`src/hdl/sdc_pkg.sv`:
```
// Purpose: Shared constants and types for the sigma-delta converter control block
// Assumes: APB slave, 32-bit data, one register per aligned word
// Notes:   Offsets are byte addresses; field positions are bit numbers
package sdc_pkg;

  // Register byte offsets
  localparam logic [7:0] OFS_CTRL0  = 8'h00;
  localparam logic [7:0] OFS_CTRL1  = 8'h04;
  localparam logic [7:0] OFS_CTRL2  = 8'h08;
  localparam logic [7:0] OFS_RES_U  = 8'h0C;
  localparam logic [7:0] OFS_RES_M  = 8'h10;
  localparam logic [7:0] OFS_RES_L  = 8'h14;
  localparam logic [7:0] OFS_STAT   = 8'h18;
  localparam logic [7:0] OFS_MASK   = 8'h1C;

  // Control 0 field positions
  localparam int CTRL0_EN_BIT    = 7;
  localparam int CTRL0_CHOP_BIT  = 6;
  localparam int CTRL0_SWAP_BIT  = 5;
  localparam int CTRL0_RGAIN_BIT = 4;
  localparam int CTRL0_OSR_LSB   = 1;
  // Control 1 field positions
  localparam int CTRL1_CMS_BIT   = 6;
  localparam int CTRL1_GAIN_LSB  = 0;
  // Control 2 field positions
  localparam int CTRL2_DC_LSB    = 0;
  localparam int CTRL2_FSEL_BIT  = 4;
  localparam int CTRL2_PRE_LSB   = 5;
  localparam int CTRL2_PULL_BIT  = 7;

  // Reset values
  localparam logic [7:0] CTRL0_RST = 8'h00;
  localparam logic [7:0] CTRL1_RST = 8'h40;
  localparam logic [7:0] CTRL2_RST = 8'h00;

  // Status bit positions
  localparam int STAT_DONE_BIT = 0;
  localparam int STAT_OVR_BIT  = 1;

  // Result limits per comb order
  localparam logic [23:0] LIM3_POS = 24'h03FFFF;
  localparam logic [23:0] LIM3_NEG = 24'hFC0000;
  localparam logic [23:0] LIM2_POS = 24'h038401;
  localparam logic [23:0] LIM2_NEG = 24'hFC7C00;

  // Sampling clock divider base counts
  localparam logic [7:0] DIV_FAST = 8'h01;
  localparam logic [7:0] DIV_SLOW = 8'h02;

  typedef logic [7:0] sdc_byte_t;

  // Analog control outputs toward the modulator
  typedef struct packed {
    logic       converter_en;
    logic       chopper_en;
    logic       auto_input_swap_en;
    logic       reference_gain_sel;
    logic [2:0] input_gain_sel;
    logic       input_gain_valid;
    logic [3:0] dc_offset_sel;
    logic       common_mode_sel;
    logic       supply_pulldown_en;
  } sdc_ana_t;

  typedef struct packed {
    logic        valid;
    logic [23:0] value;
  } sdc_result_t;

endpackage

```
`src/hdl/sdc_ctrl.sv`:
```
// Purpose: Sigma-delta converter control, sampling clock, result and event path
// Assumes: APB slave at 125 MHz; modulator bit sampled on sample strobe
// Notes:   Analog selections leave as levels; result bytes update together
//
// Summary of operation
// - Input gain code scales modulator input
// - Reference gain bit halves reference
// - Four-bit signed DC offset in eighths
// - Comb filters stream into 24-bit result
// - One result per selected oversampling ratio
// - Sampling clock from high-speed clock, selectable
// - Result readable as three bytes
// - Results are two's complement
// - New result raises interrupt event
// - Second and third order comb supported
// - Ratio code picks comb order and limits
// - Control bit 7 enables converter
`timescale 1ns/1ps
`default_nettype none
module sdc_ctrl (
  // Clock, reset, enable
  input  wire logic              sys_clk,
  input  wire logic              sys_rst,
  input  wire logic              ce,
  // APB slave
  input  wire logic              psel,
  input  wire logic              penable,
  input  wire logic              pwrite,
  input  wire logic [7:0]        paddr,
  input  wire logic [31:0]       pwdata,
  output logic                   pready,
  output logic [31:0]            prdata,
  output logic                   pslverr,
  // Modulator
  input  wire logic              mod_bit,
  output logic                   converter_sampling_clock,
  output sdc_pkg::sdc_ana_t      ana,
  // Interrupt
  output logic                   irq
);

  typedef struct packed {
    sdc_pkg::sdc_byte_t ctrl0;
    sdc_pkg::sdc_byte_t ctrl1;
    sdc_pkg::sdc_byte_t ctrl2;
    logic [23:0]        result;
    logic [1:0]         stat;
    logic [1:0]         mask;
    logic [7:0]         div_cnt;
    logic               sclk;
    logic               smp;
    logic               mbit;
    logic [31:0]        rdata;
  } sdc_st_t;

  sdc_st_t s_q, s_d;
  sdc_pkg::sdc_result_t cres;

  logic wr_acc, rd_acc, mapped;
  logic [7:0] div_top;

  assign wr_acc = psel && penable && pwrite;
  assign rd_acc = psel && !penable && !pwrite;

  always_comb begin
    case (paddr)
      sdc_pkg::OFS_CTRL0, sdc_pkg::OFS_CTRL1, sdc_pkg::OFS_CTRL2,
      sdc_pkg::OFS_RES_U, sdc_pkg::OFS_RES_M, sdc_pkg::OFS_RES_L,
      sdc_pkg::OFS_STAT,  sdc_pkg::OFS_MASK: mapped = 1'b1;
      default: mapped = 1'b0;
    endcase
  end

  // Half-period count: base from frequency select, times prescaler power
  always_comb begin
    logic [7:0] base;
    base = s_q.ctrl2[sdc_pkg::CTRL2_FSEL_BIT] ? sdc_pkg::DIV_SLOW
                                               : sdc_pkg::DIV_FAST;
    div_top = base << s_q.ctrl2[sdc_pkg::CTRL2_PRE_LSB +: 2];
  end

  always_comb begin
    logic run;
    s_d = s_q;
    s_d.smp = 1'b0;
    run = s_q.ctrl0[sdc_pkg::CTRL0_EN_BIT];
    // Sampling clock divider; stream bit taken on rising sample edge
    if (run) begin
      if (s_q.div_cnt + 8'd1 >= div_top) begin
        s_d.div_cnt = '0;
        s_d.sclk = !s_q.sclk;
        if (!s_q.sclk) begin
          s_d.smp = 1'b1;
          s_d.mbit = mod_bit;
        end
      end else begin
        s_d.div_cnt = s_q.div_cnt + 8'd1;
      end
    end else begin
      s_d.div_cnt = '0;
      s_d.sclk = 1'b0;
    end
    // Register writes; reserved control bits stay zero
    if (wr_acc) begin
      case (paddr)
        sdc_pkg::OFS_CTRL0: s_d.ctrl0 = pwdata[7:0] & 8'hFE;
        sdc_pkg::OFS_CTRL1: s_d.ctrl1 = pwdata[7:0] & 8'h47;
        sdc_pkg::OFS_CTRL2: s_d.ctrl2 = pwdata[7:0];
        sdc_pkg::OFS_STAT:  s_d.stat = s_q.stat & ~pwdata[1:0];
        sdc_pkg::OFS_MASK:  s_d.mask = pwdata[1:0];
        default: ;
      endcase
    end
    // Whole result latched in one cycle; byte reads that span a new result can mix
    if (cres.valid) begin
      s_d.result = cres.value;
      if (s_q.stat[sdc_pkg::STAT_DONE_BIT])
        s_d.stat[sdc_pkg::STAT_OVR_BIT] = 1'b1;
      s_d.stat[sdc_pkg::STAT_DONE_BIT] = 1'b1;
    end
    // Read data registered during setup
    if (rd_acc) begin
      case (paddr)
        sdc_pkg::OFS_CTRL0: s_d.rdata = {24'h0, s_q.ctrl0};
        sdc_pkg::OFS_CTRL1: s_d.rdata = {24'h0, s_q.ctrl1};
        sdc_pkg::OFS_CTRL2: s_d.rdata = {24'h0, s_q.ctrl2};
        sdc_pkg::OFS_RES_U: s_d.rdata = {24'h0, s_q.result[23:16]};
        sdc_pkg::OFS_RES_M: s_d.rdata = {24'h0, s_q.result[15:8]};
        sdc_pkg::OFS_RES_L: s_d.rdata = {24'h0, s_q.result[7:0]};
        sdc_pkg::OFS_STAT:  s_d.rdata = {30'h0, s_q.stat};
        sdc_pkg::OFS_MASK:  s_d.rdata = {30'h0, s_q.mask};
        default:            s_d.rdata = 32'h0;
      endcase
    end
  end

  always_ff @(posedge sys_clk) begin
    if (sys_rst) begin
      s_q       <= '0;
      s_q.ctrl0 <= sdc_pkg::CTRL0_RST;
      s_q.ctrl1 <= sdc_pkg::CTRL1_RST;
      s_q.ctrl2 <= sdc_pkg::CTRL2_RST;
    end else if (ce) begin
      s_q <= s_d;
    end
  end

  sdc_comb #(
    .ACC_W (48)
  ) u_comb (
    .sys_clk (sys_clk),
    .sys_rst (sys_rst),
    .ce      (ce),
    .run     (s_q.ctrl0[sdc_pkg::CTRL0_EN_BIT]),
    .osr_sel (s_q.ctrl0[sdc_pkg::CTRL0_OSR_LSB +: 3]),
    .smp     (s_q.smp),
    .bit_in  (s_q.mbit),
    .res     (cres)
  );

  // Analog selections driven straight from control registers
  always_comb begin
    logic [2:0] g;
    g = s_q.ctrl1[sdc_pkg::CTRL1_GAIN_LSB +: 3];
    ana.converter_en       = s_q.ctrl0[sdc_pkg::CTRL0_EN_BIT];
    ana.chopper_en         = s_q.ctrl0[sdc_pkg::CTRL0_CHOP_BIT];
    ana.auto_input_swap_en = s_q.ctrl0[sdc_pkg::CTRL0_SWAP_BIT];
    ana.reference_gain_sel = s_q.ctrl0[sdc_pkg::CTRL0_RGAIN_BIT];
    ana.input_gain_sel     = g;
    // Reserved gain codes flagged so the modulator holds its last gain
    ana.input_gain_valid   = (g >= 3'h1) && (g <= 3'h5);
    ana.dc_offset_sel      = s_q.ctrl2[sdc_pkg::CTRL2_DC_LSB +: 4];
    ana.common_mode_sel    = s_q.ctrl1[sdc_pkg::CTRL1_CMS_BIT];
    ana.supply_pulldown_en = s_q.ctrl2[sdc_pkg::CTRL2_PULL_BIT];
  end

  assign converter_sampling_clock = s_q.sclk;
  assign pready  = 1'b1;
  assign pslverr = psel && penable && !mapped;
  assign prdata  = s_q.rdata;
  assign irq     = |(s_q.stat & s_q.mask);

endmodule
`default_nettype wire

```
`src/hdl/sdc_comb.sv`:
```
// Purpose: Comb decimation filter, third or second order, for a 1-bit stream
// Assumes: One stream bit per sample strobe
// Notes:   Output clipped to order-specific limits
`timescale 1ns/1ps
`default_nettype none
module sdc_comb #(
  parameter int ACC_W = 48
) (
  // Clock and reset
  input  wire logic               sys_clk,
  input  wire logic               sys_rst,
  input  wire logic               ce,
  // Control
  input  wire logic               run,
  input  wire logic [2:0]         osr_sel,
  // Stream
  input  wire logic               smp,
  input  wire logic               bit_in,
  // Result
  output sdc_pkg::sdc_result_t    res
);

  // Elaboration check: narrower integrators would wrap at the largest ratio
  if (ACC_W < 48) begin : g_acc_chk
    $error("ACC_W too small for integrator growth");
  end

  typedef struct packed {
    logic [ACC_W-1:0] i1, i2, i3;
    logic [ACC_W-1:0] d1, d2, d3;
    logic [15:0]      cnt;
    logic             first;
    sdc_pkg::sdc_result_t out;
  } sdc_comb_st_t;

  sdc_comb_st_t s_q, s_d;

  logic [15:0] osr_n;
  logic        third;
  always_comb begin
    third = 1'b1;
    case (osr_sel)
      3'h0: osr_n = 16'd32;
      3'h1: osr_n = 16'd64;
      3'h2: osr_n = 16'd128;
      3'h3: osr_n = 16'd256;
      3'h4: begin osr_n = 16'd7680;  third = 1'b0; end
      3'h5: begin osr_n = 16'd15360; third = 1'b0; end
      3'h6: begin osr_n = 16'd30720; third = 1'b0; end
      default: begin osr_n = 16'd61440; third = 1'b0; end
    endcase
  end

  always_comb begin
    logic [ACC_W-1:0] x, c1, c2, c3, y, pos_l, neg_l;
    logic [ACC_W-1:0] scaled;
    s_d = s_q;
    s_d.out.valid = 1'b0;
    x = bit_in ? ACC_W'(1) : {ACC_W{1'b1}};
    c1 = '0; c2 = '0; c3 = '0; y = '0; scaled = '0;
    pos_l = '0; neg_l = '0;
    if (!run) begin
      s_d = '0;
      s_d.out.value = s_q.out.value;
    end else if (smp) begin
      s_d.i1 = s_q.i1 + x;
      s_d.i2 = s_q.i2 + s_d.i1;
      s_d.i3 = s_q.i3 + s_d.i2;
      s_d.cnt = s_q.cnt + 16'd1;
      if (s_d.cnt == osr_n) begin
        s_d.cnt = '0;
        c1 = (third ? s_d.i3 : s_d.i2) - s_q.d1;
        c2 = c1 - s_q.d2;
        c3 = c2 - s_q.d3;
        s_d.d1 = third ? s_d.i3 : s_d.i2;
        s_d.d2 = c1;
        s_d.d3 = c2;
        y = third ? c3 : c2;
        // Full scale near 2^19; second order lands at 0.88 of it, then clips
        case (osr_sel)
          3'h0: scaled = y;
          3'h1: scaled = y;
          3'h2: scaled = $signed(y) >>> 2;
          3'h3: scaled = $signed(y) >>> 5;
          3'h4: scaled = $signed(y) >>> 7;
          3'h5: scaled = $signed(y) >>> 9;
          3'h6: scaled = $signed(y) >>> 11;
          default: scaled = $signed(y) >>> 13;
        endcase
        if (osr_sel == 3'h0) scaled = {scaled[ACC_W-5:0], 4'h0};
        if (osr_sel == 3'h1) scaled = {scaled[ACC_W-2:0], 1'b0};
        pos_l = ACC_W'($signed(third ? sdc_pkg::LIM3_POS : sdc_pkg::LIM2_POS));
        neg_l = ACC_W'($signed(third ? sdc_pkg::LIM3_NEG : sdc_pkg::LIM2_NEG));
        if ($signed(scaled) > $signed(pos_l)) scaled = pos_l;
        if ($signed(scaled) < $signed(neg_l)) scaled = neg_l;
        // First decimation only primes the comb delays
        s_d.first = 1'b1;
        if (s_q.first) begin
          s_d.out.value = scaled[23:0];
          s_d.out.valid = 1'b1;
        end
      end
    end
  end

  always_ff @(posedge sys_clk) begin
    if (sys_rst) s_q <= '0;
    else if (ce) s_q <= s_d;
  end

  assign res = s_q.out;

endmodule
`default_nettype wire

```
`config.mk`:
```
export PLATFORM = sky130hd
export DESIGN_NAME = sdc_ctrl
export DESIGN_NICKNAME = d
export VERILOG_FILES = /design/src/hdl/sdc_pkg.sv /design/src/hdl/sdc_ctrl.sv /design/src/hdl/sdc_comb.sv
export SDC_FILE = /design/constraint.sdc
export NUM_CORES = 2
export LEC_CHECK = 0
export BUFFER_PORTS_ARGS = -buffer_cell sky130_fd_sc_hd__buf_2
export CELL_PAD_IN_SITES_DETAIL_PLACEMENT = 2
export CELL_PAD_IN_SITES_GLOBAL_PLACEMENT = 2
export CORE_UTILIZATION = 28
export DETAILED_ROUTE_END_ITERATION = 10
export PLACE_DENSITY = 0.74
export SKIP_CTS_REPAIR_TIMING = 1
export SYNTH_ARGS = -nofsm -noshare
export SYNTH_HDL_FRONTEND = slang
export SYNTH_HIERARCHICAL = 1
export SYNTH_SLANG_ARGS = --single-unit
```
`constraint.sdc`:
```
create_clock -name sys_clk -period 16.95 [get_ports sys_clk]
set_input_delay 4.2375 -clock sys_clk [delete_from_list [all_inputs] [get_ports sys_clk]]
set_output_delay 4.2375 -clock sys_clk [all_outputs]
set_load 0.02 [all_outputs]
```
### After elaboration in Yosys (flattened, before gate mapping)

Memory sizes are Yosys's and may differ from the RTL's.
Cells that the tools add are included.

* $lt $le $gt $ge: 5
* reductions and logical operators: 30
* add/sub/neg operators: 8
* bitwise gates (word level): 4
* shift-type cells: 1
* eq/ne operators: 17
* mux-type cells: 35

Operators by type and width (number)
* $mux W330: 2
* $mux W48: 12
* $pmux W47 S6: 1
* $mux W186: 1
* $add A48 B48 Y48: 3
* $sub A48 B48 Y48: 3
* $pmux W16 S7: 1
* $pmux W8 S8: 1
* $gt A48 B24 Y1: 1
* $lt A48 B19 Y1: 1
* $eq A8 B5 Y1 const B: 4
* $mux W15: 2
* $mux W25: 1
* $mux W24: 1
* $reduce_and A3 Y1: 6
* $add A16 B1 Y16 const B: 1
* $eq A16 B16 Y1: 1
* $eq A8 B4 Y1 const B: 2
* $mux W2: 6
* $eq A3 B3 Y1 const B: 3
* $mux W9: 1
* $add A8 B1 Y8 const B: 1
* $eq A8 B3 Y1 const B: 1
* $ge A8 B8 Y1: 1
* 24 further kinds: 43

* memory bits (read-only): 32
* output and inout port bits: 50
* bits in registers: 420
* memories kept: 1

Memory list
* (no name shown): words 32, bits a word 1, read ports 1, clocked after memory_dff 0, write ports 0, line sdc_ctrl.sv:66 `case (paddr)`

### Longest topological paths before layout

* word-level depth: 26
* mapped depth: 83
* depth with buffers taken out: 81

### Cells and area by module

The synthesis kept the hierarchy.

By module, submodules not included
* sdc_comb: cells an instance 4598, area each 33581.0 um^2, instances 1
* sdc_ctrl: cells an instance 416, area each 3469.6 um^2, instances 1

### Worst setup path before layout

Ideal clock, no wire load.

* path kind: register to register
* start point: register s_q[32] (netlist name)
* end point: register u_comb.s_q (netlist bit u_comb/res[13])
* cell stages (with the launch flop): 80
* setup slack: 0.335 ns
* arrival time: 16.499 ns
* period minus slack after synthesis: 16.615 ns
* data required time: 16.835 ns
* cells stage by stage: dfxtp_1 inv_1 ha_1 a21o_1 a21oi_1 o21bai_1 a21oi_1 o21bai_1 a221o_1 o31a_1 nand4_1 nand2_1 a21o_1 a21oi_1 o21bai_1 a21oi_1 xnor2_1 ha_1 [44 not listed] or2_2 a311oi_2 nand2_1 a221oi_2 a211oi_4 mux2_2 ha_1 a21o_1 a211o_1 a211o_1 o311ai_0 nor4_1 nand4_1 nor4_1 o21ai_2 and3b_1 clkbuf_1 a21bo_2

RTL lines
* end signal: assignment: line sdc_comb.sv:107 `if (sys_rst) s_q <= '0;`
* end signal: assignment: line sdc_comb.sv:108 `else if (ce) s_q <= s_d;`
* end: declaration: line sdc_comb.sv:36 `sdc_comb_st_t s_q, s_d;`

==> run metrics <==
die width=366 um; Final Cycle Share=102%; Mapped Area=37100 sq um; Yosys reg bits=396; total number of vias=42757; Most common cell on crit path=buf_4; CTS buffer count=54; Core ar.=131000 sq um; Detail Route Antenna Nets=0; count of final hold-check violations=0; vias per cell=5.77; Post-synth EDFFs=0; post-synth top area share=21.4%; slowest CP cell=o41a_1; distinct cell type count after synthesis=112; CTS tree=built; M1 wire length=75200 um; highest cell delay on the worst timing path=470 ps; routed length on met3=7060 um; fmax=0.0581 GHz; max_cap viols=0; DIE HEIGHT=366 um; combinational power share=2.7%; Mapped Avg Cell Area=7.39 sq um; worst hold margin=443 ps; switching power share of the total=26.3%; nets@finish=5989; CP required=17510 ps; Ys Warns=6; FILL cells=14999; Max Root-Sink Buffers=3; Final Power=2160 uW; initial antenna violation count=0; Max Used Layer=met4; CP bufs+invs=13; failing checks=setup timing; commonest non-fill, non-tap cell in the layout=buf_4; PnR worst setup slack=-264 ps; internal power=1590 uW; hold depth=2; Crit Path Category=flop to flop; outcome=finished, violations left; RR Endpoint=u_comb/res[13]$_SDFFE_PP0P_; P per Cell Area=45.5 nW/um^2; hold_sp=prdata[0]$_SDFFE_PP0P_; most frequent cells in the layout=buf_4 (794), nor2_1 (616), nand2_1 (415); post-route minimum period=17210 ps; Crit. End Element=flop; Least-Margin Pin Slew=1290 ps; DR WL/cell=24.8 um; asr flop ratio synth=0%; Total Wirelength=184000 um; NetSw=568 uW; worst r2r src=s_q[32]$_SDFFE_PP0P_; All-Layer GR Usage=23.4%; vias in the first global route=45247; Worst R2R Setup Slack=-260 ps; I/O pin cnt=97; startpoint class of the critical path=flop; sequential group share of total power=43.1%; critical path arrival=17770 ps; Hold EP=prdata[0]$_SDFFE_PP0P_; sequential area share after synthesis=21.4%; Max Fanout on Critical Path=7; clock skew=26.5 ps; die area=134000 sq um; most used flip-flop cell after synthesis=dfxtp_1; Slew headroom=14.0%; Area Growth Syn to Fin=28.3%; global-route wire length before repair=255000 um; HPWL Detailed=122000 um; hold crit path type=flop to flop; Worst-path clk slew=60 ps; GPL Wtd Cong=0.958; top cells by area, synth=dfxtp_1 (21%), ha_1 (11%), nor2_1 (6.5%), a22oi_1 (5.6%), a21oi_1 (5.3%); DR iter-0 viols=2370; port bufs=47; largest net degree at the start of global routing=110; Num Clock Sinks=396; Gate Count Post-Synth=5014; r2r worst-path depth=82; 1st-pass router iterations=5; leakage=0.0194 uW; DRC Markers=0; H-tree levels=2; layout cells sized above 1=23.3%; Final Slew Violations=0; Top delay family on crit path=compound AO/OA/AOI/OAI gates; Final Setup Violations=18; clock group share of total power=54.2%; row count=133; Antenna diodes=0; met2 wire len=92500 um; grt total ovfl=0; Initial Util=28.2%; root buffer cell=clkbuf_16; Clock Latency Late Sink=690 ps; post-layout util=36.2%; dominant cell type by area after synthesis=dfxtp_1; VDD IR max=0.0811 mV
cell families (layout without fill, tap and decap cells):
kind of cell	count (synthesis)	in the layout	share of synthesized area [%]
XOR/XNOR	249	249	6.04
AO/OA/AOI/OAI	1685	1685	31.0
buffers and inverters	577	1195	6.65
AND/OR/NAND/NOR	1673	1674	20.8
adder cells (fa/ha/maj)	323	323	11.0
flip-flops	396	396	21.4
multiplexers	109	109	3.13
other	2	25	0.0203
stage by stage:
step                area, sq um  setup slack [ps]  TNS (ps)  std cells
finish                    47500              -264     -3440       7411
global route              47500              -762    -13140       7411
CTS                       45500             -1260    -20670       7364
detailed placement        43800              -969    -15440       7272
global placement          43800              -370     -4290       7272
floorplan                 37100               335         0       5037
cell usage after synthesis (39+ instances only):
cell      count
ha_1        316
nand2_1     423
mux2i_1      72
clkbuf_1    218
o21a_1       64
buf_4        73
xor2_1       87
nor3_1       89
xnor2_1     158
o211ai_1     39
nand4_1      63
a21o_1      148
and3_1       58
nor4_1       39
inv_1       255
nor2b_1      45
nand3_1     111
a21oi_1     395
dfxtp_1     396
and2_1       53
o21ai_0     258
a211oi_1     48
nor2_1      638
a31oi_1      49
nand2b_1     51
a22oi_1     275
sequential cells by signal (all words and copies together), names as in the netlist:
signal,cells
u_comb/res,25
converter_sampling_clock,1
prdata,8
s_q,44
u_comb/s_q,305
ana,13
worst register-to-register path: cells and delay by family (launching register included):
kind            cells  cell delay, ps
buf+inv            13            1970
simple gates       16            2500
flops               1             340
mux                 2             680
compound gates     40            8550
xor+xnor            4             850
fa+ha+maj           7            2160
area by class of cell:
| cell class | count | area (sq um) | share of cell area (%) |
|---|---|---|---|
| Clock buffer | 71 | 1510 | 3.17 |
| Clock inverter | 21 | 224 | 0.471 |
| Inverter | 256 | 962 | 2.02 |
| Multi-Input combinational cell | 4065 | 28400 | 59.8 |
| Sequential cell | 396 | 7940 | 16.7 |
| Tap cell | 1755 | 2200 | 4.62 |
| Timing Repair Buffer | 847 | 6300 | 13.3 |
power groups by stage:
stage               logic [uW]  registers, uW  clock network (uW)
floorplan                 40.0            951                   0
global placement          56.2            951                   0
detailed placement        57.0            951                   0
CTS                       57.3            931                1190
global route              62.3            930                1230
finish                    58.3            931                1170
layer usage:
metal  vias up  track usage [%]
li1      19411                -
met1     21822             28.2
met2      1068             42.6
met3       456             2.05
met4         0             8.89
met5         -                0
worst max path at each step:
stage	depth (start not counted)	endpoint	from	slack (ps)
2_1_floorplan	79	u_comb/res[13]$_SDFFE_PP0P_	s_q[32]$_SDFFE_PP0P_	340
3_3_place_gp	78	u_comb/res[13]$_SDFFE_PP0P_	s_q[32]$_SDFFE_PP0P_	-370
3_5_place_dp	79	u_comb/res[13]$_SDFFE_PP0P_	s_q[32]$_SDFFE_PP0P_	-970
4_1_cts	81	u_comb/res[13]$_SDFFE_PP0P_	s_q[32]$_SDFFE_PP0P_	-1260
5_1_grt	79	u_comb/res[4]$_SDFFE_PP0P_	s_q[32]$_SDFFE_PP0P_	-760
6_report	82	u_comb/res[13]$_SDFFE_PP0P_	s_q[32]$_SDFFE_PP0P_	-260
No activity file was read; power rests on OpenSTA's default activity.
